File: src/logic/ctrl_err_pkg.sv
// constants, codes and types shared by the controller error manager
// assumes a single 10 MHz clock and a plain register port
package ctrl_err_pkg;

  // ----------------------------------------
  // timing
  // ----------------------------------------
  localparam int CLK_HZ = 10_000_000;
  localparam int FLASH_HALF_MS = 500;
  localparam int FLASH_HALF_CYC = CLK_HZ / 1000 * FLASH_HALF_MS;
  localparam logic [7:0] WDT_WARN_MS = 8'h64;
  localparam logic [7:0] WDT_SLOW_LO_MS = 8'h78;
  localparam logic [7:0] WDT_SLOW_HI_MS = 8'h82;

  // ----------------------------------------
  // error codes
  // ----------------------------------------
  localparam logic [7:0] CODE_NONE = 8'h00;
  localparam logic [7:0] CODE_CYCLE = 8'hf8;
  localparam logic [7:0] CODE_IOTAB = 8'he7;
  localparam logic [7:0] CODE_RMT = 8'hb0;
  localparam logic [7:0] CODE_UNIT = 8'hd0;
  localparam logic [7:0] CODE_BATT = 8'hf7;
  localparam logic [7:0] CODE_SLOW = 8'h9f;

  // ----------------------------------------
  // register map and fields
  // ----------------------------------------
  localparam int ADDR_W = 3;
  localparam int DATA_W = 16;
  localparam logic [2:0] ADDR_STATUS = 3'h0;
  localparam logic [2:0] ADDR_CODE = 3'h1;
  localparam logic [2:0] ADDR_AUX = 3'h2;
  localparam logic [2:0] ADDR_RESTART = 3'h3;
  localparam logic [2:0] ADDR_MODE = 3'h4;
  localparam int ST_FATAL = 0;
  localparam int ST_NONFATAL = 1;
  localparam int ST_NOERR = 2;
  localparam int ST_OVF = 3;
  localparam int ST_WAIT = 4;
  localparam logic [15:0] RESTART_RST = 16'h0000;
  localparam int QUEUE_DEPTH = 8;

  // pending event slots, lowest index served first
  localparam int PEND_N = 6;
  localparam int P_USER = 0;
  localparam int P_CYCLE = 1;
  localparam int P_IOTAB = 2;
  localparam int P_RMT = 3;
  localparam int P_UNIT = 4;
  localparam int P_BATT = 5;

  typedef enum logic [1:0] {MODE_PROGRAM, MODE_MONITOR, MODE_RUN} op_mode_t;
  typedef enum logic [1:0] {ST_INIT_WAIT, ST_RUNNING, ST_HALTED} run_state_t;

  // user codes are two decimal digits, 01 to 99
  function automatic logic user_code_ok(input logic [7:0] c);
    return (c[7:4] <= 4'h9) && (c[3:0] <= 4'h9) && (c != CODE_NONE);
  endfunction

endpackage

File: src/logic/controller_error_manager.sv
// error classification, indicators and error store of the controller
// assumes single-cycle instruction and event strobes from the scan engine
//
// Decided for this implementation: the register offsets and the address-and-strobe port.
`timescale 1ns/1ps

module controller_error_manager
#(
  parameter int FLASH_HALF_CYC = ctrl_err_pkg::FLASH_HALF_CYC,
  parameter int QDEPTH = ctrl_err_pkg::QUEUE_DEPTH
)
(
  // clock and reset
  input wire logic ref_clk,
  input wire logic nrst,
  // register port
  input wire logic [ctrl_err_pkg::ADDR_W-1:0] regAddr,
  input wire logic [ctrl_err_pkg::DATA_W-1:0] regWdata,
  input wire logic regWr,
  input wire logic regRd,
  output logic [ctrl_err_pkg::DATA_W-1:0] regRdata,
  // program instructions
  input wire logic nfAlarmExec,
  input wire logic fAlarmExec,
  input wire logic [7:0] alarmCode,
  input wire logic msgExec,
  input wire logic [15:0] msgWord,
  // supervision
  input wire logic scanEnd,
  input wire logic [7:0] cycleMs,
  input wire logic ioTableMismatch,
  input wire logic remoteLinkFault,
  input wire logic remoteMaster,
  input wire logic unitFault,
  input wire logic [7:0] unitNum,
  input wire logic batteryLow,
  input wire logic hwFatal,
  // initialization
  input wire logic startInput,
  input wire logic remotePowered,
  input wire logic terminatorSeen,
  // programming terminal
  input wire logic monitorKey,
  input wire logic clearKey,
  output logic termMsgValid,
  output logic [15:0] termMsg,
  output logic [7:0] termCode,
  output logic noErrorReport,
  output logic termRefused,
  // indicators and outputs
  output logic powerLed,
  output logic runLed,
  output logic alarmLed,
  output logic runOutput,
  output logic outputsOn,
  output logic execRun,
  output logic [7:0] errorCodeField,
  output logic [7:0] auxUnitWord,
  output logic [15:0] unitRestart
);
  import ctrl_err_pkg::*;

  // ----------------------------------------
  // state
  // ----------------------------------------
  run_state_t state_q;
  run_state_t state_d;
  op_mode_t mode_q;
  logic [7:0] field_q;
  logic [7:0] field_d;
  logic [PEND_N-1:0] pend_q;
  logic [7:0] userCode_q;
  logic rmtMaster_q;
  logic [7:0] aux_q;
  logic [15:0] restart_q;
  logic battPrev_q;
  logic ovf_q;
  logic refused_q;
  logic msgValid_q;
  logic [15:0] msg_q;
  logic [15:0] rdata_q;
  logic flashOn;
  logic [7:0] qHead;
  logic qEmpty;
  logic qFull;

  // ----------------------------------------
  // event decode
  // ----------------------------------------
  // instructions only count once the scan is executing
  wire running = (state_q == ST_RUNNING);
  wire progMode = (mode_q == MODE_PROGRAM);
  wire inSlow = (cycleMs >= WDT_SLOW_LO_MS) && (cycleMs <= WDT_SLOW_HI_MS);
  wire fatalInstr = running && fAlarmExec;
  wire fatalGo = running && (hwFatal || fAlarmExec);
  wire [7:0] fatalCode = inSlow ? CODE_SLOW : alarmCode;
  wire nfUser = running && nfAlarmExec && user_code_ok(alarmCode);
  wire nfZero = running && nfAlarmExec && (alarmCode == CODE_NONE);
  wire slowScan = running && scanEnd && (cycleMs > WDT_WARN_MS);
  wire battRise = batteryLow && !battPrev_q;
  wire clearGo = clearKey && progMode;
  wire monPop = monitorKey && progMode;
  wire monRot = monitorKey && !progMode;

  // new pending events, set wins over the service clear
  wire [PEND_N-1:0] pendSet = {
    running && battRise,
    running && unitFault,
    running && remoteLinkFault,
    running && ioTableMismatch,
    slowScan,
    nfUser};

  // lowest set pending slot
  function automatic logic [PEND_N-1:0] first_set(input logic [PEND_N-1:0] v);
    return v & (~v + PEND_N'(1));
  endfunction

  // ----------------------------------------
  // field arbitration
  // ----------------------------------------
  // one field action per cycle: clear, fatal write, code zero, monitor, pending
  wire busyOther = clearGo || fatalInstr || nfZero || monitorKey;
  wire [PEND_N-1:0] grant = busyOther ? '0 : first_set(pend_q);
  wire svc = |grant;
  wire [7:0] rmtCode = {CODE_RMT[7:1], rmtMaster_q};
  wire [7:0] pendCode =
    grant[P_USER] ? userCode_q :
    grant[P_CYCLE] ? CODE_CYCLE :
    grant[P_IOTAB] ? CODE_IOTAB :
    grant[P_RMT] ? rmtCode :
    grant[P_UNIT] ? CODE_UNIT : CODE_BATT;
  wire loadGo = !clearGo && (fatalInstr || svc);
  wire [7:0] loadCode = fatalInstr ? fatalCode : pendCode;
  wire popGo = !clearGo && !fatalInstr && (nfZero || monPop);
  wire rotGo = !clearGo && !fatalInstr && !nfZero && monRot && (field_q != CODE_NONE);
  // a displaced code goes behind the others; loss only when the store is full
  wire qPush = (loadGo && (field_q != CODE_NONE)) || (rotGo && !qEmpty);
  wire qPop = popGo || (rotGo && !qEmpty);
  wire qDrop = qPush && qFull && !qPop;

  // next field value
  always_comb
  begin
    field_d = field_q;
    if (clearGo)
      field_d = CODE_NONE;
    else if (loadGo)
      field_d = loadCode;
    else if (popGo)
      field_d = qEmpty ? CODE_NONE : qHead;
    else if (rotGo && !qEmpty)
      field_d = qHead;
  end

  // ----------------------------------------
  // run state
  // ----------------------------------------
  // fatal wins over every non-fatal condition
  always_comb
  begin
    state_d = state_q;
    unique case (state_q)
      ST_INIT_WAIT:
        if (startInput && remotePowered && terminatorSeen)
          state_d = ST_RUNNING;
      ST_RUNNING:
        if (fatalGo)
          state_d = ST_HALTED;
      ST_HALTED:
        if (clearGo && !hwFatal)
          state_d = ST_INIT_WAIT;
    endcase
  end

  // state and field registers
  always_ff @(posedge ref_clk)
  begin
    if (!nrst)
    begin
      state_q <= ST_INIT_WAIT;
      field_q <= CODE_NONE;
    end
    else
    begin
      state_q <= state_d;
      field_q <= field_d;
    end
  end

  // pending events and their captured details
  always_ff @(posedge ref_clk)
  begin
    if (!nrst)
      pend_q <= '0;
    else
      pend_q <= (clearGo ? '0 : (pend_q & ~grant)) | pendSet; // an event outlives a clear
  end

  always_ff @(posedge ref_clk)
  begin
    if (!nrst)
    begin
      userCode_q <= CODE_NONE;
      rmtMaster_q <= 1'b0;
      aux_q <= 8'h00;
      battPrev_q <= 1'b0;
    end
    else
    begin
      if (pendSet[P_USER])
        userCode_q <= alarmCode;
      if (pendSet[P_RMT])
        rmtMaster_q <= remoteMaster;
      if (pendSet[P_UNIT])
        aux_q <= unitNum;
      battPrev_q <= batteryLow;
    end
  end

  // ----------------------------------------
  // terminal side
  // ----------------------------------------
  // refusal and message strobes last one cycle
  always_ff @(posedge ref_clk)
  begin
    if (!nrst)
    begin
      refused_q <= 1'b0;
      msgValid_q <= 1'b0;
      msg_q <= 16'h0000;
      ovf_q <= 1'b0;
    end
    else
    begin
      refused_q <= clearKey && !progMode;
      msgValid_q <= running && msgExec;
      if (running && msgExec)
        msg_q <= msgWord;
      ovf_q <= clearGo ? 1'b0 : (ovf_q || qDrop);
    end
  end

  err_queue #(
    .W(8),
    .DEPTH(QDEPTH)
  ) u_store (
    .clk(ref_clk),
    .nrst(nrst),
    .push(qPush),
    .pushData(field_q),
    .pop(qPop),
    .flush(clearGo),
    .head(qHead),
    .empty(qEmpty),
    .full(qFull)
  );

  flash_gen #(
    .HALF_CYC(FLASH_HALF_CYC)
  ) u_flash (
    .clk(ref_clk),
    .nrst(nrst),
    .flashOn(flashOn)
  );

  // ----------------------------------------
  // register port
  // ----------------------------------------
  wire [15:0] statusWord = {11'h000, state_q == ST_INIT_WAIT, ovf_q,
    noErrorReport, field_q != CODE_NONE, state_q == ST_HALTED};
  wire [15:0] rdMux =
    (regAddr == ADDR_STATUS) ? statusWord :
    (regAddr == ADDR_CODE) ? {8'h00, field_q} :
    (regAddr == ADDR_AUX) ? {8'h00, aux_q} :
    (regAddr == ADDR_RESTART) ? restart_q :
    (regAddr == ADDR_MODE) ? {14'h0000, mode_q} : 16'h0000;
  wire modeWr = regWr && (regAddr == ADDR_MODE) && (regWdata[1:0] != 2'h3);

  // writable registers; an illegal mode code is ignored
  always_ff @(posedge ref_clk)
  begin
    if (!nrst)
    begin
      mode_q <= MODE_PROGRAM;
      restart_q <= RESTART_RST;
      rdata_q <= 16'h0000;
    end
    else
    begin
      if (modeWr)
        mode_q <= op_mode_t'(regWdata[1:0]);
      if (regWr && (regAddr == ADDR_RESTART))
        restart_q <= regWdata;
      rdata_q <= regRd ? rdMux : 16'h0000;
    end
  end

  // ----------------------------------------
  // outputs
  // ----------------------------------------
  // no power-loss detection here, so power stays lit
  assign powerLed = 1'b1;
  assign runLed = running;
  assign runOutput = running;
  assign outputsOn = running;
  assign execRun = running;
  assign alarmLed = (state_q == ST_HALTED) ? 1'b1 :
    ((field_q != CODE_NONE) && flashOn);
  assign noErrorReport = (field_q == CODE_NONE) && qEmpty
    && (state_q != ST_HALTED);
  assign termCode = field_q;
  assign termRefused = refused_q;
  assign termMsgValid = msgValid_q;
  assign termMsg = msg_q;
  assign errorCodeField = field_q;
  assign auxUnitWord = aux_q;
  assign unitRestart = restart_q;
  assign regRdata = rdata_q;

  // ----------------------------------------
  // checks
  // ----------------------------------------
  a_fatal_outputs: assert property (@(posedge ref_clk) disable iff (!nrst)
    (state_q == ST_HALTED) |-> alarmLed && powerLed && !runOutput && !outputsOn)
    else $error("fatal state without steady alarm and outputs off");
  a_fatal_entry: assert property (@(posedge ref_clk) disable iff (!nrst)
    (running && fAlarmExec) |=> (state_q == ST_HALTED) && !execRun)
    else $error("fatal alarm did not halt execution");
  a_fatal_code: assert property (@(posedge ref_clk) disable iff (!nrst)
    (running && fAlarmExec && !clearGo && inSlow) |=> (errorCodeField == CODE_SLOW))
    else $error("slow scan fatal alarm did not write 9f");
  a_init_hold: assert property (@(posedge ref_clk) disable iff (!nrst)
    (state_q == ST_INIT_WAIT) |-> powerLed && !runLed && !runOutput)
    else $error("init wait indicators wrong");
  a_start_wait: assert property (@(posedge ref_clk) disable iff (!nrst)
    (state_q == ST_INIT_WAIT && (!startInput || !remotePowered)) |=> !running)
    else $error("execution started without start input or remote power");
  a_clear_refuse: assert property (@(posedge ref_clk) disable iff (!nrst)
    (clearKey && !progMode && !nfZero && !fAlarmExec && !monitorKey && !svc)
    |=> termRefused && (errorCodeField == $past(errorCodeField)))
    else $error("clear accepted outside program mode");
  a_clear_report: assert property (@(posedge ref_clk) disable iff (!nrst)
    (clearKey && progMode && !hwFatal) |=> noErrorReport)
    else $error("no-error report missing after clear");
  a_cycle_warn: assert property (@(posedge ref_clk) disable iff (!nrst)
    (running && scanEnd && cycleMs > WDT_WARN_MS && !clearGo) |=> pend_q[P_CYCLE])
    else $error("long scan not flagged");
  a_nonfatal_run: assert property (@(posedge ref_clk) disable iff (!nrst)
    (running && !hwFatal && !fAlarmExec) |=> runOutput && runLed)
    else $error("run output dropped on non-fatal error");
endmodule

File: src/logic/err_queue.sv
// store of queued error codes behind the current error field
// push and pop may come together; flush empties the store
`timescale 1ns/1ps
module err_queue
#(
  parameter int W = 8,
  parameter int DEPTH = 8
)
(
  // clock and reset
  input wire logic clk,
  input wire logic nrst,
  // control
  input wire logic push,
  input wire logic [W-1:0] pushData,
  input wire logic pop,
  input wire logic flush,
  // status
  output logic [W-1:0] head,
  output logic empty,
  output logic full
);
  localparam int AW = $clog2(DEPTH);

  logic [W-1:0] mem [DEPTH];
  logic [AW-1:0] rdPtr_q;
  logic [AW-1:0] wrPtr_q;
  logic [AW:0] count_q;
  wire doPop = pop && !empty;
  wire doPush = push && (!full || doPop);

  assign head = mem[rdPtr_q];
  assign empty = (count_q == '0);
  assign full = (count_q == (AW+1)'(DEPTH));

  // storage has no reset; only the pointers and the count carry state
  always_ff @(posedge clk)
  begin
    if (doPush)
      mem[wrPtr_q] <= pushData;
  end

  // pointers wrap at a power-of-two depth
  always_ff @(posedge clk)
  begin
    if (!nrst || flush)
    begin
      rdPtr_q <= '0;
      wrPtr_q <= '0;
      count_q <= '0;
    end
    else
    begin
      rdPtr_q <= rdPtr_q + AW'(doPop);
      wrPtr_q <= wrPtr_q + AW'(doPush);
      count_q <= count_q + (AW+1)'(doPush) - (AW+1)'(doPop);
    end
  end
endmodule

File: src/logic/flash_gen.sv
// free running square wave for the flashing alarm indication
// assumes the half period is at least two cycles
`timescale 1ns/1ps
module flash_gen
#(
  parameter int HALF_CYC = 5_000_000
)
(
  // clock and reset
  input wire logic clk,
  input wire logic nrst,
  // wave
  output logic flashOn
);
  logic [31:0] cnt_q;
  logic flash_q;
  wire wrap = (cnt_q == 32'(HALF_CYC - 1));

  assign flashOn = flash_q;

  // toggle once per half period
  always_ff @(posedge clk)
  begin
    if (!nrst)
    begin
      cnt_q <= '0;
      flash_q <= 1'b0;
    end
    else
    begin
      cnt_q <= wrap ? '0 : cnt_q + 32'h1;
      flash_q <= flash_q ^ wrap;
    end
  end
endmodule

File: config.mk
export PLATFORM = sky130hd
export DESIGN_NAME = controller_error_manager
export DESIGN_NICKNAME = d
export VERILOG_FILES = /design/src/logic/ctrl_err_pkg.sv /design/src/logic/controller_error_manager.sv /design/src/logic/err_queue.sv /design/src/logic/flash_gen.sv
export SDC_FILE = /design/constraint.sdc
export NUM_CORES = 1
export LEC_CHECK = 0
export BUFFER_PORTS_ARGS = -buffer_cell sky130_fd_sc_hd__buf_2
export CORE_MARGIN = 2
export CORE_UTILIZATION = 37
export DETAILED_ROUTE_END_ITERATION = 10
export PLACE_DENSITY = 0.64
export SYNTH_ARGS = -nofsm -noshare
export SYNTH_HDL_FRONTEND = slang
export SYNTH_SLANG_ARGS = --single-unit
File: constraint.sdc
create_clock -name ref_clk -period 3.8 [get_ports ref_clk]
set_clock_uncertainty 0.05 [all_clocks]
set_input_delay 0 -clock ref_clk [delete_from_list [all_inputs] [get_ports ref_clk]]
set_output_delay 0 -clock ref_clk [all_outputs]
set_load 0.01 [all_outputs]
# Yosys cells after proc, flatten, opt, wreduce, memory -nomap -nowiden

Memory sizes are Yosys's and may differ from the RTL's. A register that Yosys moved wholly into a read port is not among the register bits.
Cells that the tools add are included.
W data, S select, Z words.

Word-level logic and storage cells: 158
Register bits: 130
Input port bits: 78
Memories kept: 1
Memory bits (writable): 64

Muxes and demuxes: 26
$add $sub $neg: 6
Bitwise operators: 8
Reductions and logical operators: 78
Equal/unequal tests: 13
Magnitude comparators: 5

Memories:

| name        | depth | width | rd ports | clocked after Yosys merged registers in | write ports | RTL line        | RTL |
|---|---|---|---|---|---|---|---|
| u_store.mem | 8     | 8     | 1        | 1                                       | 1           | err_queue.sv:25 | `logic [W-1:0] mem [DEPTH];` |

Operator list:

| kind                    | count |
|---|---|
| $mux W8                 | 9 |
| $logic_and A1 B1 Y1     | 41 |
| $add A32 B1 Y32 const B | 1 |
| $eq A32 B23 Y1 const B  | 1 |
| $mux W7                 | 3 |
| $mux W6                 | 3 |
| $logic_not A8 Y1        | 2 |
| $mux W16                | 1 |
| $reduce_bool A8 Y1      | 2 |
| $and A6 B6 Y6           | 2 |
| $not A6 Y6              | 2 |
| $logic_or A1 B1 Y1      | 11 |
| $logic_not A1 Y1        | 10 |
| $ge A8 B7 Y1 const B    | 1 |
| $gt A8 B7 Y1 const B    | 1 |
| $le A4 B4 Y1 const B    | 2 |
| $le A8 B8 Y1 const B    | 1 |
| $mux W2                 | 4 |
| $add A3 B1 Y3           | 2 |
| $add A6 B1 Y6 const B   | 1 |
| $eq A3 B2 Y1 const B    | 2 |
| $ne A2 B1 Y1 const B    | 3 |
| $or A6 B6 Y6            | 1 |
| $pmux W2 S3             | 1 |
| other kinds (23)        | 29 |

# Logic depth before layout (Yosys ltp)

Gate-level depths: netlist of the first run.

Depth in word-level cells: 14
Gate-level depth with buffers: 13
Depth with buffers taken out: 13

# Hierarchy

Synthesis of the first run repeated with hierarchy kept, for this count alone.

Cell total of the unflattened synthesis: 824
Area, all modules: 8879.8 um^2

Modules (own cells, without submodules):

| module                   | cells each | area each (um^2) | instances | sequential area each (um^2) |
|---|---|---|---|---|
| controller_error_manager | 462        | 4088.9           | 1         | 1741.7 |
| err_queue                | 157        | 3079.2           | 1         | 2122.0 |
| flash_gen                | 205        | 1711.6           | 1         | 660.6 |

# Worst setup path after synthesis of the first run

No wires, ideal clock.

Path kind: register to register
Start: register state_q[1]
End: memory u_store.mem[0][0] (enable)
Cell stages (with the launch flop): 8
Slack: 0.905 ns
Setup time: 0.395 ns
Data arrival time: 2.450 ns
Required time: 3.355 ns
Path through: dfxtp_1 -> inv_1 -> ha_1 -> a21oi_2 -> nand2_1 -> a21oi_4 -> o22ai_4 -> nor4_1

Cells in the longest elaborated chain, start to end: 14

RTL lines:

| what                                                             | RTL line                                                                                          | RTL |
|---|---|---|
| from (decl)                                                      | controller_error_manager.sv:66                                                                    | `run_state_t state_q;` |
| from (signal assigned)                                           | controller_error_manager.sv:186                                                                   | `state_q <= state_d;` |
| $eq A2 B1 Y1 *                                                   | controller_error_manager.sv:91                                                                    | `wire running = (state_q == ST_RUNNING);` |
| net execRun                                                      | controller_error_manager.sv:56                                                                    | `output logic execRun,` |
| $logic_and A1 B1 Y1 (on tied branches)                           | controller_error_manager.sv:94, controller_error_manager.sv:98                                    |  |
| $logic_or A1 B1 Y1 (tied with other cells) (2 in series)         | controller_error_manager.sv:123                                                                   | `wire busyOther = clearGo \|\| fatalInstr \|\| nfZero \|\| monitorKey;` |
| $logic_or A1 B1 Y1 / $logic_and A1 B1 Y1 (equally long branches) | controller_error_manager.sv:123, controller_error_manager.sv:136                                  |  |
| $mux W6 / $logic_and A1 B1 Y1 (equally long branches)            | controller_error_manager.sv:124, controller_error_manager.sv:136                                  |  |
| $reduce_or A6 Y1 / $logic_and A1 B1 Y1 (equally long branches)   | controller_error_manager.sv:125, controller_error_manager.sv:136                                  |  |
| $logic_or A1 B1 Y1 / $logic_and A1 B1 Y1 (equally long branches) | controller_error_manager.sv:133, controller_error_manager.sv:138, controller_error_manager.sv:139 |  |
| $logic_and A1 B1 Y1 / $logic_or A1 B1 Y1 (equally long branches) | controller_error_manager.sv:133, controller_error_manager.sv:139                                  |  |
| $logic_and A1 B1 Y1 (on tied branches)                           | controller_error_manager.sv:138, err_queue.sv:29                                                  |  |
| $logic_or A1 B1 Y1 (on tied branches)                            | controller_error_manager.sv:138, err_queue.sv:30                                                  |  |
| $logic_and A1 B1 Y1 *                                            | err_queue.sv:30                                                                                   | `wire doPush = push && (!full \|\| doPop);` |
| $mux W1 *                                                        | err_queue.sv:39                                                                                   | `if (doPush)` |
| $mux W1 (not written as such) *                                  | err_queue.sv:40                                                                                   | `mem[wrPtr_q] <= pushData;` |
| to (decl)                                                        | err_queue.sv:25                                                                                   |  |

The timed path passes the listed nets; every way through them passes the cells marked *.

# Worst setup path in the final report of the first run

Start: register field_q[2] (netlist: errorCodeField[2])
End: register u_store.count_q[1]

Cells in the longest elaborated chain, start to end: 9

RTL lines:

| what                   | RTL line                                                         | RTL |
|---|---|---|
| from (decl)            | controller_error_manager.sv:69                                   | `logic [7:0] field_q;` |
| from (signal assigned) | controller_error_manager.sv:187                                  | `field_q <= field_d;` |
| $reduce_bool A8 Y1 *   | controller_error_manager.sv:136, controller_error_manager.sv:138 |  |
| $logic_and A1 B1 Y1    | controller_error_manager.sv:136                                  | `wire rotGo = !clearGo && !fatalInstr && !nfZero && monRot && (field_q != CODE_NONE);` |
| $logic_and A1 B1 Y1    | controller_error_manager.sv:138, controller_error_manager.sv:139 |  |
| $logic_or A1 B1 Y1     | controller_error_manager.sv:139                                  | `wire qPop = popGo \|\| (rotGo && !qEmpty);` |
| $logic_and A1 B1 Y1    | err_queue.sv:29                                                  | `wire doPop = pop && !empty;` |
| $logic_or A1 B1 Y1     | err_queue.sv:30                                                  |  |
| $logic_and A1 B1 Y1    | err_queue.sv:30                                                  |  |
| $add A4 B1 Y4          | err_queue.sv:56                                                  | `count_q <= count_q + (AW+1)'(doPush) - (AW+1)'(doPop);` |
| $sub A4 B1 Y4 *        | err_queue.sv:56                                                  |  |
| to (signal assigned)   | err_queue.sv:56                                                  |  |
| to (decl)              | err_queue.sv:28                                                  | `logic [AW:0] count_q;` |

Mark *: on every way between the ends. The rest lies on a longest branch, timed or not.
A chain may end at the register's enable or synchronous reset.

==> results of run 1 <==
-- state kept, by name (all words and copies together) (netlist names), 2 cells and up --
signal           cells
auxUnitWord          8
errorCodeField       8
mode_q               2
pend_q               6
regRdata            16
state_q              2
termMsg             16
u_flash.cnt_q       32
u_store.count_q      4
u_store.mem         64
u_store.rdPtr_q      3
u_store.wrPtr_q      3
unitRestart         16
userCode_q           8
-- layout by cell type (no fill, tap or decap), types with 6 or more instances in the layout --
master,n
a21boi_0,47
a21oi_1,8
a22oi_1,6
and2_1,13
and3_1,12
buf_2,157
buf_4,14
clkbuf_16,17
dfxtp_1,130
dlygate4sd3_1,93
edfxtp_1,64
ha_1,15
inv_1,19
mux2_2,11
mux2i_1,7
mux4_2,21
nand2_1,115
nand3_1,30
nand4_1,12
nor2_1,63
nor2b_1,12
nor3_1,11
nor4_1,8
o21ai_0,14
xnor2_1,12
xor2_1,23
-- worst reg2reg max path, cell delays in order (launching register included) --
cell and delay, ps:
dfxtp_1 480, nor4_1 330, nand2_1 200, o21ai_0 350
a21oi_4 190, o22ai_4 370, inv_1 130, ha_1 230
inv_1 70, fa_1 400, nor2_1 100
-- worst max-delay path by stage --
stage                     slack [ps]            endpoint         startpoint
after CTS                        850  u_store.count_q[3]  errorCodeField[2]
after detailed placement         840  u_store.count_q[3]  errorCodeField[2]
after global placement           900  u_store.count_q[3]  errorCodeField[2]
after global routing             610  u_store.count_q[3]  errorCodeField[7]
after floorplan                  910   u_store.mem[0][0]         state_q[1]
final                            840  u_store.count_q[1]  errorCodeField[2]
-- layout make-up --
cell class / count / share of cell area (%)
multi-input cells: 516 / 33.2
well taps: 285 / 3.21
flip-flops and latches: 194 / 40.8
clock inverters: 15 / 1.96
clock buffers: 17 / 3.83
repair buffers: 264 / 16.4
inverters: 19 / 0.643
-- through the flow --
step                cells  total power, mW  cell area, sq um
global placement     1185             3.10              9520
CTS                  1310             5.11             11100
global route         1310             5.28             11100
floorplan             776             2.84              8510
detailed placement   1185             3.11              9520
finish               1310             5.06             11100
-- power by group --
group | internal (mW) | switching, mW
sequential | 2.23 | 0.0797
combinational | 0.360 | 0.471
clock | 1.03 | 0.895
-- layer usage --
layer  global-route usage, %  part of all wire [%]
met5                       0                     0
met4                    3.71                  0.93
met3                    4.06                   5.3
met2                    31.9                    50
met1                    24.4                    44
-- cell families after synthesis --
logic type	count (synthesis)	share of synthesized area (%)
DFF	194	53.2
and+or+nand+nor	310	18.4
adders and majority gates	16	2.44
AOI/OAI and AO/OA	115	10.9
xor gates and xnor gates	35	3.60
buffers and inverters	66	3.66
muxes	39	7.84
other	1	0.0441
-- timing repair --
item,CTS,global route
setup endpoints to repair,0,0
hold endpoints to repair,72,0
hold buffers,93,0
==> results.py, run 1 <==
metrics = {
    "worst_setup_path": {
        "r2r-start": "errorCodeField[2]",
        "path_buf_inv": 2,
        "required_ps": 4100,
        "r2r_end": "u_store.count_q[1]",
        "cp-end-kind": "register",
        "crit_cells": 10,
        "slowest_delay_ps": 480,
        "path_class": "register to register",
        "path_max_fanout": 13,
        "critPathTopFamily": "compound AO/OA/AOI/OAI gates",
        "crit_path_top_delay_cell": "dfxtp_1",
        "arrival_ps": 3260,
        "r2r_cells": 10,
        "cp-start-kind": "register",
        "crit_top_cell": "inv_1",
        "path_cells": "nor4_1, nand2_1, o21ai_0, a21oi_4, o22ai_4, inv_1, ha_1, inv_1, fa_1, nor2_1",
        "r2r_slack_ps": 840,
    },
    "worst_hold_path": {
        "min_path_type": "input pin to register",
        "hold_path_depth": 4,
        "min-delay-start": "fAlarmExec",
        "worstHoldEndpoint": "errorCodeField[6]",
    },
    "cts": {
        "insertion_delay_ps": 430,
        "cts_tree": "built",
        "clock_sinks": 194,
        "cts_buffers": 17,
        "cts_setup_buffers": 0,
        "clockBufferDepth": 2,
        "clock-root-buffer": "clkbuf_16",
        "clk_pin_slew_ps": 70,
        "cts-htree-levels": 4,
        "cts_resized": 0,
    },
    "layout": {
        "area_growth_pct": 30.4,
        "seq_area_sq_mm": 0.00452,
        "diodes": 0,
        "multi_input_area_sq_mm": 0.00368,
        "finish.utilization_pct": 49.0,
        "finalNetCount": 1106,
        "nFillCells": 1984,
        "drive_gt1_share_pct": 25.5,
    },
    "sta": {
        "rsz0062_at_grt": "false",
        "tightestPinTransition_ps": 1030,
        "max_freq_mhz": 337,
        "hold_slack_ps": 72.9,
        "period_share_pct": 78.0,
        "drv_slew": 0,
        "tns_ps": 0,
        "setup_viol_count_final": 0,
        "slew-limit-headroom_pct": 31.0,
        "period_needed_ps": 2960,
        "final-hold-violation-count": 0,
        "timing.final.ws_setup_ps": 835,
    },
    "synth": {
        "ys_warn_count": 0,
        "synthTopCellsByCount": "dfxtp_1 (130), nand2_1 (115), edfxtp_1 (64)",
        "post-synth-top-count-cell": "dfxtp_1",
        "synth_top_cell_by_area": "dfxtp_1",
        "synth_cell_types": 71,
        "syn-cell-area_sq_mm": 0.00851,
        "synth_nets": 870,
        "yosys_most_used_dff": "dfxtp_1",
        "synth_area_leaders": "dfxtp_1 (31%), edfxtp_1 (23%), mux4_2 (5.6%)",
        "synth_edf_count": 64,
        "synthArstFlopShare_pct": 0,
        "yosysSeqAreaShare_pct": 53.2,
        "synth_area_per_cell_sq_um": 11.0,
        "synth_top_area_share_pct": 30.6,
        "syn_inst": 776,
        "synth_seq_cells": 194,
    },
    "placement": {
        "dpl.hpwl_microns": 15500,
        "dp_slack_ps": 840,
        "place_congestion": 0.819,
        "numPortBuffers": 157,
    },
    "route": {
        "drtIter0Drc": 423,
        "drt_wl_total_microns": 22200,
        "wl_per_cell_microns": 17.0,
        "ant_nets": 0,
        "drcViolationCount": 0,
        "vias": 6676,
        "via_per_inst": 5.10,
        "dr.pass1.iters": 5,
    },
    "floorplanning": {
        "dieArea_sq_mm": 0.0242,
        "fp.coreArea_sq_mm": 0.0226,
        "die_w_microns": 156,
        "die-height_microns": 156,
        "initial_core_util_pct": 37.6,
        "rows": 55,
        "io_pins": 159,
    },
    "grt": {
        "grt_usage_pct": 18.6,
        "grt_max_degree": 58,
        "overflow": 0,
        "grt_pass1_vias": 6482,
        "grt_pass1_wl_microns": 35500,
        "antenna_found_initial": 0,
    },
    "run": {
        "maxCapViolCount": 0,
    },
    "pwr": {
        "ir_drop_mv": 0.346,
        "power_density_mw_per_mm2": 456,
        "p_leak_nw": 4.33,
    },
    "status": {
        "status": "complete, no violations",
    },
}
Power figures use the tool's default switching activity.
==> run 2, diff against run 1 <==
--- a/config.mk
+++ b/config.mk
@@ -9,7 +9,7 @@
 export CORE_MARGIN = 2
 export CORE_UTILIZATION = 37
 export DETAILED_ROUTE_END_ITERATION = 10
-export PLACE_DENSITY = 0.64
+export PLACE_DENSITY = 0.66
 export SYNTH_ARGS = -nofsm -noshare
 export SYNTH_HDL_FRONTEND = slang
 export SYNTH_SLANG_ARGS = --single-unit
==> constraint.sdc (replaced) <==
create_clock -name ref_clk -period 2.5 [get_ports ref_clk]
set_clock_uncertainty 0.05 [all_clocks]
set_input_delay 0 -clock ref_clk [delete_from_list [all_inputs] [get_ports ref_clk]]
set_output_delay 0 -clock ref_clk [all_outputs]
set_load 0.01 [all_outputs]
==> run 2 against run 1 <==
Effect of this change: first-iteration DRC count decreased by 1.7%; maximum frequency grew 25%; worst setup slack worse by 720 ps; critical endpoint is now u_store.count_q[2]; sequential share of layout area is 0.39 points lower.
==> results.py, run 2 (synthesis gave the netlist of run 1 again) <==
metrics = {
    "status": {
        "status": "complete, no violations",
    },
    "floorplanning": {
        "initial_core_util_pct": 37.6,
        "fp.coreArea_sq_mm": 0.0226,
        "rows": 55,
        "die-height_microns": 156,
        "io_pins": 159,
        "die_w_microns": 156,
        "dieArea_sq_mm": 0.0242,
    },
    "sta": {
        "timing.final.ws_setup_ps": 119,
        "rsz0062_at_grt": "false",
        "setup_viol_count_final": 0,
        "period_needed_ps": 2380,
        "final-hold-violation-count": 0,
        "slew-limit-headroom_pct": 61.2,
        "tns_ps": 0,
        "period_share_pct": 95.2,
        "max_freq_mhz": 420,
        "drv_slew": 0,
        "tightestPinTransition_ps": 581,
    },
    "grt": {
        "grt_usage_pct": 18.9,
        "grt_pass1_wl_microns": 35500,
        "grt_max_degree": 36,
        "overflow": 0,
        "antenna_found_initial": 2,
        "grt_pass1_vias": 6769,
    },
    "route": {
        "dr.pass1.iters": 5,
        "via_per_inst": 5.12,
        "vias": 6774,
        "drt_wl_total_microns": 22800,
        "drtIter0Drc": 416,
        "ant_nets": 0,
        "drcViolationCount": 0,
        "wl_per_cell_microns": 17.2,
    },
    "cts": {
        "clockBufferDepth": 2,
        "clock_sinks": 194,
        "cts_buffers": 17,
        "clk_pin_slew_ps": 80,
        "cts_tree": "built",
        "cts-htree-levels": 4,
        "clock-root-buffer": "clkbuf_16",
        "insertion_delay_ps": 450,
    },
    "worst_setup_path": {
        "path_class": "register to register",
        "required_ps": 2760,
        "cp-start-kind": "register",
        "arrival_ps": 2640,
        "path_max_fanout": 5,
        "cp-end-kind": "register",
        "r2r_slack_ps": 120,
    },
    "layout": {
        "final_cells": 1323,
        "largestRegisters": "u_store.mem (64), u_flash.cnt_q (32)",
        "nFillCells": 2013,
        "regMostFlops": "u_store.mem",
        "largest_reg_flops": 64,
        "area_growth_pct": 31.7,
        "drive_gt1_share_pct": 28.9,
        "finalNetCount": 1118,
        "final_common_cell": "buf_2",
        "mostFrequentLayoutCells": "buf_2 (157), dfxtp_1 (129), nand2_1 (115)",
    },
    "pwr": {
        "ir_drop_mv": 0.380,
        "power_density_mw_per_mm2": 687,
        "p_leak_nw": 4.40,
        "finalPower_mw": 7.70,
    },
    "placement": {
        "place_congestion": 0.814,
        "dp_slack_ps": 2.08,
        "numPortBuffers": 157,
        "dp.cells": 1208,
        "dpl.hpwl_microns": 15800,
    },
    "worst_hold_path": {
        "min_path_type": "input pin to register",
    },
    "run": {
        "maxCapViolCount": 0,
    },
}
-- run 2: routing by layer --
metal  wire, microns  part of all wire [%]  vias up  global-route usage (%)
met5               7                 0.031        -                       0
met4             446                   2.0        2                    5.42
met3            1340                   5.9       30                    5.33
met2           11300                    50      212                    32.7
met1            9700                    43     3260                    23.2
li1                -                     -     3270                       -
-- run 2: critical path: stages, from the launching register on --
cell and delay (ps):
dfxtp_2 350, inv_2 60, ha_4 190, a21oi_4 220
nand2_1 120, a21oi_4 150, ha_2 290, inv_1 50
ha_2 160, inv_1 50, fa_1 370, xor2_1 150
nor2_1 50
-- run 2: what timing repair did --
item                                    4_1_cts  5_1_grt
hold endpoints to repair                     68        0
resized for setup                             1       10
setup buffers                                 0        5
pin swaps                                     0        5
endpoints found under the setup margin        3       29
cloned                                        0        0
hold buffers                                 77        0
-- run 2: power breakdown --
| part | total, mW | internal (mW) | switching, mW |
|---|---|---|---|
| registers | 3.48 | 3.39 | 0.0904 |
| clock network | 2.80 | 1.45 | 1.35 |
| logic | 1.42 | 0.622 | 0.798 |
-- run 2: cell type report --
class | instances | area, sq um | share of cell area (%)
timing repair buffer | 276 | 1890 | 16.9
clock buffer | 17 | 425 | 3.80
inverter | 19 | 71.3 | 0.637
sequential | 194 | 4530 | 40.4
clock inverter | 15 | 186 | 1.66
tap | 285 | 357 | 3.18
multi-input combinational | 516 | 3750 | 33.5
antenna | 1 | 2.50 | 0.0223
-- run 2: per-stage QoR --
stage          instance area [sq um]  hold WS, ps  util [%]
2_1_floorplan                   8550         63.8         -
3_3_place_gp                    9750          168      43.1
3_5_place_dp                    9750          178      43.1
4_1_cts                        11100         43.8      49.2
5_1_grt                        11200         71.0      49.5
6_report                       11200         73.2      49.5
-- run 2: final timing paths --
path,start,to,cells after the start
worst max-delay path,state_q[1],u_store.count_q[2],12
worst min-delay path,nrst,regRdata[2],3
worst max register to register,state_q[1],u_store.count_q[2],12
worst min register to register,battPrev_q,pend_q[5],1
